**src/logic/uhc_pkg.sv**
```systemverilog
// constants for the host command register part
package uhc_pkg;
  localparam logic [7:0] CMD_OFFSET = 8'h20;
  localparam int ITC_LSB = 16;
  localparam int ITC_MSB = 23;
  localparam int LRST_BIT = 7;
  localparam int DOOR_BIT = 6;
  localparam int HALT_BIT = 12;
  localparam int AAS_BIT = 5;
  localparam logic [7:0] ITC_RESET = 8'h08;
  localparam logic [7:0] ITC_RSVD = 8'h00;
  localparam logic [7:0] ITC_1 = 8'h01;
  localparam logic [7:0] ITC_2 = 8'h02;
  localparam logic [7:0] ITC_4 = 8'h04;
  localparam logic [7:0] ITC_8 = 8'h08;
  localparam logic [7:0] ITC_16 = 8'h10;
  localparam logic [7:0] ITC_32 = 8'h20;
  localparam logic [7:0] ITC_64 = 8'h40;
  // last value of the light reset counter; the light reset lasts one clock longer than this
  localparam logic [3:0] LRST_CYCLES = 4'h8;
  typedef enum logic [1:0] {
    UHC_IDLE = 2'b00,
    UHC_WAIT = 2'b01,
    UHC_DONE = 2'b10
  } uhc_door_e;
  typedef struct packed {
    logic [7:0] interrupt_threshold_field;
    logic lrst;
    logic [3:0] lrst_cnt;
    uhc_door_e door;
    logic aas;
    logic [7:0] mf_cnt;
    logic irq;
    logic [31:0] rdata;
  } uhc_state_s;
endpackage : uhc_pkg

```
**src/logic/uhc_cmd_reg.sv**
```systemverilog
// host command register: threshold, light reset, async advance doorbell
`timescale 1ns/10ps
// How it works
// RULE1 - threshold code 20h means 32 microframes and 40h means 64 microframes.
// RULE2 - threshold sits in bits 23..16, resets to 08h, codes 01h..10h are powers of two.
// RULE3 - software changes the threshold only while the halted flag reads one.
// RULE4 - if light reset is not built, bit 7 always reads zero.
// RULE5 - bit 7 reads one while light reset runs and zero once it is done.
// RULE6 - light reset clears controller state but not ports or companion routing.
// RULE7 - software writes one to bit 6 to ring the async advance doorbell.
// RULE8 - once cached async state is evicted the async advance flag is set.
// RULE9 - with the flag set and enabled, the interrupt rises at the next threshold boundary.
// RULE10 - the doorbell clears itself after the flag is set.
// RULE11 - software never rings the doorbell while the async schedule is inactive.
// RULE12 - writing zero to the doorbell does nothing; reserved bits read zero.
module uhc_cmd_reg #(
  parameter bit LRST_IMPL = 1'b1
) (
  // clock and reset
  input wire logic clock_in,
  input wire logic sys_rst_in,
  // register access
  input wire logic [7:0] reg_addr_in,
  input wire logic reg_wr_in,
  input wire logic reg_rd_in,
  input wire logic [31:0] reg_wdata_in,
  output logic [31:0] reg_rdata_out,
  // status and schedule coupling
  input wire logic [31:0] host_status_register_in,
  input wire logic async_advance_interrupt_enable_in,
  input wire logic microframe_tick_in,
  input wire logic async_evicted_in,
  input wire logic async_status_clear_in,
  output logic async_advance_status_flag_out,
  output logic evict_request_out,
  output logic light_reset_out,
  output logic [6:0] threshold_microframes_out,
  output logic irq_out
);
  import uhc_pkg::*;

  // register state and its next value
  uhc_state_s s_q;
  uhc_state_s s_d;

  // decoded register accesses
  logic cmd_wr;
  logic cmd_rd;

  // qualified write requests
  logic itc_write;
  logic lrst_start;
  logic door_ring;

  // schedule and status coupling
  logic halted;
  logic evict_done;
  logic lrst_last;

  // threshold interval tracking
  logic [7:0] limit;
  logic [7:0] mf_next;
  logic mf_wrap;
  logic irq_allowed;

  // address decode; other offsets are not this block's
  assign cmd_wr = reg_wr_in && (reg_addr_in == CMD_OFFSET);
  assign cmd_rd = reg_rd_in && (reg_addr_in == CMD_OFFSET);

  // halted flag from the status register
  assign halted = host_status_register_in[HALT_BIT];

  // threshold moves only while halted and outside a light reset
  assign itc_write = cmd_wr && halted && !s_q.lrst; // [RULE3]

  // light reset starts only when built and not already running
  assign lrst_start = cmd_wr && LRST_IMPL && reg_wdata_in[LRST_BIT] && !s_q.lrst; // [RULE5]

  // a zero in the doorbell position is not a request
  assign door_ring = cmd_wr && reg_wdata_in[DOOR_BIT]; // [RULE12]

  // schedule engine has answered the pending doorbell
  assign evict_done = (s_q.door == UHC_WAIT) && async_evicted_in; // [RULE8]

  // last clock of the light reset sequence
  assign lrst_last = (s_q.lrst_cnt == LRST_CYCLES);

  // microframe position within the current threshold interval
  assign mf_next = s_q.mf_cnt + 8'h01;

  // boundary is the tick that completes the interval
  assign mf_wrap = microframe_tick_in && (mf_next >= limit);

  // interrupt may only stand while both flag and enable are set
  assign irq_allowed = s_q.aas && async_advance_interrupt_enable_in; // [RULE9]

  // code values equal the microframe count, so the decode only filters
  always_comb begin
    unique case (s_q.interrupt_threshold_field)
      ITC_1, ITC_2, ITC_4, ITC_8, ITC_16: begin
        limit = s_q.interrupt_threshold_field; // [RULE2]
      end
      ITC_32, ITC_64: begin
        limit = s_q.interrupt_threshold_field; // [RULE1]
      end
      default: begin
        // reserved and undefined codes run at the reset interval
        limit = ITC_8;
      end
    endcase
  end

  // single next-state process for the whole register
  always_comb begin
    // hold everything unless a rule below moves it
    s_d = s_q;

    // threshold write, refused while running or during light reset
    if (itc_write) begin
      s_d.interrupt_threshold_field = reg_wdata_in[ITC_MSB:ITC_LSB]; // [RULE2] [RULE3]
    end

    if (s_q.lrst) begin
      // light reset sequencing
      if (lrst_last) begin
        s_d.lrst = 1'b0; // [RULE5]
        s_d.lrst_cnt = 4'h0;
      end else begin
        s_d.lrst_cnt = s_q.lrst_cnt + 4'h1;
      end

      // internal state only; ports are outside this block
      // a pending doorbell is dropped, software rings again after re-init
      s_d.interrupt_threshold_field = ITC_RESET; // [RULE6]
      s_d.door = UHC_IDLE; // [RULE6]
      s_d.aas = 1'b0; // [RULE6]
      s_d.mf_cnt = 8'h00;
      s_d.irq = 1'b0;
    end else if (lrst_start) begin
      s_d.lrst = 1'b1; // [RULE5]
      s_d.lrst_cnt = 4'h0;
    end else begin
      // doorbell handshake with the schedule engine
      unique case (s_q.door)
        UHC_IDLE: begin
          // writing zero leaves the doorbell alone
          if (door_ring) begin
            s_d.door = UHC_WAIT; // [RULE7] [RULE12]
          end
        end
        UHC_WAIT: begin
          if (evict_done) begin
            s_d.door = UHC_DONE; // [RULE8]
          end
        end
        UHC_DONE: begin
          // flag is set by now, so the doorbell drops
          s_d.door = UHC_IDLE; // [RULE10]
        end
        default: begin
          // only the unused code lands here
          s_d.door = UHC_IDLE;
        end
      endcase

      // async advance flag: a set in the same clock as a clear wins
      if (evict_done) begin
        s_d.aas = 1'b1; // [RULE8]
      end else if (async_status_clear_in) begin
        s_d.aas = 1'b0;
      end

      // threshold boundary counter
      if (microframe_tick_in) begin
        if (mf_wrap) begin
          s_d.mf_cnt = 8'h00;
          s_d.irq = irq_allowed; // [RULE9]
        end else begin
          s_d.mf_cnt = mf_next;
        end
      end

      // interrupt is a level that drops as soon as the flag or its enable clears
      if (!irq_allowed) begin
        s_d.irq = 1'b0;
      end
    end

    // read data; reserved bits stay zero
    s_d.rdata = 32'h0000_0000; // [RULE12]
    // only the command register returns data, other offsets read zero
    if (cmd_rd) begin
      s_d.rdata[ITC_MSB:ITC_LSB] = s_q.interrupt_threshold_field;
      s_d.rdata[LRST_BIT] = LRST_IMPL ? s_q.lrst : 1'b0; // [RULE4] [RULE5]
      s_d.rdata[DOOR_BIT] = (s_q.door != UHC_IDLE); // [RULE10]
    end
  end

  // asynchronous reset loads constants only
  always_ff @(posedge clock_in or posedge sys_rst_in) begin
    if (sys_rst_in) begin
      s_q <= '{
        interrupt_threshold_field: ITC_RESET, // [RULE2]
        lrst: 1'b0,
        lrst_cnt: 4'h0,
        door: UHC_IDLE,
        aas: 1'b0,
        mf_cnt: 8'h00,
        irq: 1'b0,
        rdata: 32'h0000_0000
      };
    end else begin
      s_q <= s_d;
    end
  end

  // outputs from the state register; evict request and threshold pass through a decode
  assign reg_rdata_out = s_q.rdata;
  assign async_advance_status_flag_out = s_q.aas; // [RULE8]
  // schedule engine is asked to evict while the doorbell waits
  assign evict_request_out = (s_q.door == UHC_WAIT);
  assign light_reset_out = s_q.lrst; // [RULE5]
  assign threshold_microframes_out = limit[6:0]; // [RULE1] [RULE2]
  assign irq_out = s_q.irq; // [RULE9]
endmodule : uhc_cmd_reg

```
**config.mk**
```make
export PLATFORM = sky130hd
export DESIGN_NAME = uhc_cmd_reg
export DESIGN_NICKNAME = d
export VERILOG_FILES = /design/src/logic/uhc_pkg.sv /design/src/logic/uhc_cmd_reg.sv
export SDC_FILE = /design/constraint.sdc
export NUM_CORES = 1
export LEC_CHECK = 0
export BUFFER_PORTS_ARGS = -buffer_cell sky130_fd_sc_hd__buf_2
export CAP_MARGIN = 30
export CORE_ASPECT_RATIO = 0.9
export CORE_MARGIN = 1
export CORE_UTILIZATION = 40
export DETAILED_ROUTE_END_ITERATION = 6
export PLACE_DENSITY = 0.76
export RECOVER_POWER = 25
export SYNTH_ARGS = -nofsm -noshare
export SYNTH_HDL_FRONTEND = slang
export SYNTH_SLANG_ARGS = --single-unit
```
**constraint.sdc**
```tcl
create_clock -name clock_in -period 2.4 [get_ports clock_in]
set_clock_uncertainty 0.05 [all_clocks]
set_input_delay 0.48 -clock clock_in [delete_from_list [all_inputs] [get_ports clock_in]]
set_output_delay 0.48 -clock clock_in [all_outputs]
set_load 0.01 [all_outputs]
```
; ---- Word level (Yosys, flattened, before mapping)
; Cells that the tools add are included.
[totals]
regBits = 35
in_bits = 80
word_cells = 67
out_inout_bits = 43
[op_classes]
add_sub_neg = 2
reduce_logical = 22
mux = 19
order_cmp = 1
eq_ne = 15
[op_table]
columns = operator, n
row1 = $mux 8, 5
row2 = $mux 17, 1
row3 = $eq 8x6->1 const B, 2
row4 = $mux 12, 1
row5 = $logic_and 1x1->1, 10
row6 = $mux 9, 1
row7 = $ne 3x3->1 const B, 3
row8 = $add 8x1->8 const B, 1
row9 = $eq 8x1->1 const B, 1
row10 = $eq 8x2->1 const B, 1
row11 = $eq 8x3->1 const B, 1
row12 = $eq 8x4->1 const B, 1
row13 = $eq 8x5->1 const B, 1
row14 = $eq 8x7->1 const B, 1
row15 = $ge 8x8->1, 1
row16 = $reduce_bool 2->1, 4
row17 = $reduce_or 7->1, 1
row18 = $mux 2, 3
row19 = $reduce_and 3->1, 2
row20 = $mux 1, 5
row21 = $mux 5, 1
row22 = $add 4x1->4 const B, 1
row23 = $eq 4x4->1 const B, 1
row24 = $mux 4, 1
row25 = other kinds (8), 9

; ---- Longest topological paths before layout
[depth]
depth_word = 10
depth_mapped = 12
depth_no_buf = 11

; ---- Worst setup path before layout
; OpenSTA, ideal clock, no wires.
[synth_path]
path_type = flip-flop to flip-flop
from = register s_q[54] (netlist name)
to = register s_q[38] (netlist name)
period_less_slack_ns = 2.740
stages_incl_launch_ff = 9
arrival_time_ns = 2.594
n_path_buf = 0
setup_slack_ns = -0.340
required_ns = 2.255
setup_time_ns = 0.095
cell_sequence = dfrtp_1 -> or4_4 -> nor4b_1 -> ha_1 -> nor2b_1 -> o21ai_0 -> a21boi_2 -> nand3_1 -> o31ai_1
[synth_between]
elab_chain_cells = 9
word_cells_on_any_way = 15
cone_classes = order compare: 1 / eq/ne: 7 / mux: 5 / reduce/logical: 2
[synth_rtl]
columns = element, line_no
row1 = "start, declared", uhc_cmd_reg.sv:43  ; uhc_state_s s_q;
row2 = "start signal, assigned", uhc_cmd_reg.sv:202  ; s_q <= '{
row3 = $eq 8x6->1 (tied with other cells), uhc_cmd_reg.sv:99  ; unique case (s_q.interrupt_threshold_field)
row4 = $reduce_or 7->1 (no source line) *, -
row5 = $mux 8 *, uhc_cmd_reg.sv:99
row6 = net threshold_microframes_out[0], uhc_cmd_reg.sv:37  ; output logic [6:0] threshold_microframes_out,
row7 = $ge 8x8->1 *, uhc_cmd_reg.sv:92  ; assign mf_wrap = microframe_tick_in && (mf_next >= limit);
row8 = $logic_and 1x1->1 *, uhc_cmd_reg.sv:92
row9 = $mux 8 *, uhc_cmd_reg.sv:175  ; if (mf_wrap) begin
row10 = $mux 9 *, uhc_cmd_reg.sv:174  ; if (microframe_tick_in) begin
row11 = $mux 12 *, uhc_cmd_reg.sv:139  ; end else if (lrst_start) begin
row12 = $mux 17 *, uhc_cmd_reg.sv:123  ; if (s_q.lrst) begin
; Mark *: on every way through the listed nets, which the timed path passes. The rest lies on a longest branch. The select of a mux whose other input is x is not followed.
; A chain may end at the register's enable or synchronous reset.

; ---- Final worst setup path
[layout_path]
from = register s_q[54] (netlist name)
to = register s_q (netlist bit irq_out)
[layout_between]
elab_chain_cells = 7
word_cells_on_any_way = 13
cone_classes = order compare: 1 / eq/ne: 8 / mux: 1 / reduce/logical: 3
[layout_rtl]
columns = element, line_no
row1 = $eq 8x6->1 (tied with other cells), uhc_cmd_reg.sv:99
row2 = $reduce_or 7->1 (no source line), -
row3 = $mux 8 *, uhc_cmd_reg.sv:99
row4 = $ge 8x8->1 *, uhc_cmd_reg.sv:92
row5 = $logic_and 1x1->1 *, uhc_cmd_reg.sv:92
row6 = $ne 3x3->1 (no source line) *, -
row7 = $reduce_and 3->1 (no source line) *, -
; Every way passes the cells marked *; elsewhere a longest branch is shown, timed or not.

==> impl_metrics.toml <==
[clocking]
cts-root-buf = "clkbuf_8"
numCtsBuffers = 5
cts_tree = "done"
clockBufferDepth = 2
worst_skew_pair.late_latency_ps = 300
numClockSinks = 35
clk_pin_slew_ps = 70
h-tree-depth = 2

[global_routing]
grt_pass1_vias = 1797
grt_max_degree = 36
grt_first_pass_wirelength_mm = 8.27
antenna_found_initial = 0
grtUsageTotal_pct = 19.0
grt_remaining_overflow = 0

[synth]
ys_seq_area_share_pct = 40.1
synth_top_area_share_pct = 38.9
syn-mean-instance-area_um2 = 9.86
yosys_warnings = 0
yosys-top-cells-area = "dfrtp_1 39%, buf_4 11%, ha_1 6.3%, and3_1 3.7%, a22o_1 2.8%"
ys_seq_elements = 35
synth_commonest_cells = "34 x dfrtp_1, 32 x buf_4, 14 x nand2_1"
synth_edf_count = 0
postSynth.asyncResetShare_pct = 100
yosysMostFrequentCell = "dfrtp_1"
ys.flop_type = "dfrtp_1"
yosysTopAreaCell = "dfrtp_1"
syn_inst = 222
ys_types = 50
netlist_area_mm2 = 0.00219

[floorplan]
start_util_pct = 41.7
ios = 123
std_cell_rows = 25
core_area_mm2 = 0.00526
die_height_um = 72.2
die_area_mm2 = 0.00577
die_w_um = 80.0

[outcome]
status = "finished, violations left"
violations = "negative setup slack"

[power_and_ir_drop]
max-vdd-ir-drop_uv = 323
power_density_mw_per_mm2 = 669
p_leak_nw = 1.50

[routing]
wl_mm = 4.97
vias_per_cell = 5.11
num_vias = 1826
ant_nets = 0
post_drt_wl_per_cell_um = 13.9
dr.first_iter.drc_count = 137
drc = 0
drt-pass1-iter-count = 4

[layout]
nets = 380
antenna_cells = 0
fin_cells = 357
drive_gt1_share_pct = 38.6
syn2layout_area_growth_pct = 25.5
fin_area_mm2 = 0.00275

[critical_path]
path_class = "flop to flop"
path_max_fanout = 3
crit_required_ps = 2530
startpoint_type = "flop"
r2r_slack_ps = -230
arrival_ps = 2760
endpoint_kind = "flop"

[flow_run]
cap_violations = 0

[sta]
setup_viol = 13
slew_violations = 0
timing.final.crit_period_ps = 2630
layout_setup_ws_ps = -227
worstMarginPinSlew_ps = 843
clock.fmax_mhz = 381
rsz0062_at_grt = "yes"
holdWs_ps = 333
final_hold_viol_count = 0
post-route-period-util_pct = 109
relSlewSlack_pct = 43.8

[placement]
gp_congestion = 0.829
place_inst = 343
numPortBuffers = 47
place_area_mm2 = 0.00250
dp_hpwl_mm = 3.53

[hold_path]
min_path_type = "input pin to flop"
critical path, cell delays in order, from the launching register on:
cell	delay, ps
dfrtp_1	390
or4_4	580
a21oi_2	120
o21ai_1	80
a21oi_2	220
ha_4	230
o211ai_1	240
nor2_2	80
buf_4	130
buf_4	120
nand2_1	70
a21boi_2	60
o21a_1	160
power by group:
part           internal, mW  switching (mW)
combinational         0.323           0.332
clock                 0.231           0.216
sequential            0.653          0.0829
total                  1.21           0.631
registers in the layout, summed over array words and instances, names as in the netlist:
name	count
reg_rdata_out	10
async_advance_status_flag_out	1
s_q	22
light_reset_out	1
irq_out	1
cell usage in the layout, fill, tap and decap left out, types with 2 or more instances in the layout:
cell,n
a21boi_2,2
a21o_1,2
a21oi_1,7
a21oi_2,3
a22o_1,7
a31oi_1,2
a32o_1,4
and2_1,2
and3_1,13
buf_2,44
buf_4,24
buf_6,6
clkbuf_8,6
conb_1,23
dfrtp_1,34
ha_1,9
ha_4,2
inv_1,9
inv_2,3
nand2_1,14
nand3_1,10
nand3b_1,2
nand4_1,2
nor2_1,5
nor2b_1,5
o21ai_0,7
o21ai_1,4
xnor2_1,5
xor2_1,3
final timing paths:
kind / from / depth (start not counted) / end
worst min register to register: s_q[47] / 1 / s_q[47]
worst max-delay path: s_q[54] / 12 / irq_out
worst max register to register: s_q[54] / 12 / irq_out
max in group asynchronous: sys_rst_in / 3 / reg_rdata_out[20]
min in group asynchronous: sys_rst_in / 3 / s_q[33]
worst min-delay path: reg_wdata_in[19] / 3 / s_q[52]
metrics by stage:
stage	utilization, %	setup TNS, ps	power [mW]	setup slack, ps
after floorplan	-	-265	1.09	-136
after global placement	47.6	-1220	1.22	-224
after detailed placement	47.6	-1570	1.24	-297
after CTS	51.4	-1090	1.75	-159
after global routing	52.3	-2780	1.96	-315
final	52.3	-1840	1.84	-227
kinds of logic after synthesis:
logic type / after synthesis / share of synthesized area, %
DFF: 35 / 40.1
xor gates and xnor gates: 8 / 3.20
buffers and inverters: 48 / 14.1
adders and majority gates: 11 / 6.29
AOI/OAI and AO/OA: 49 / 16.1
other: 2 / 0.343
and+or+nand+nor: 69 / 20.0
what timing repair did:
item	4_1_cts	5_1_grt
gates cloned	0	0
gates resized for setup	18	9
pin swaps	10	9
hold buffers	0	0
endpoints found under the setup margin	10	13
setup buffers	7	1
layout make-up:
| type | count | area (um^2) |
|---|---|---|
| fill | 489 | 2510 |
| multi-input combinational | 160 | 1180 |
| sequential | 35 | 877 |
| timing repair buffer | 75 | 473 |
| clock buffer | 7 | 86.3 |
| tap | 67 | 83.8 |
| inverter | 12 | 45.0 |
| clock inverter | 1 | 5.00 |
routing by layer:
layer / track usage [%] / wire (um)
met1: 24.3 / 2190
met2: 29.5 / 2380
met3: 6.04 / 291
met4: 8.53 / 108
met5: 0 / 0
(Power assumes the default switching activity.)
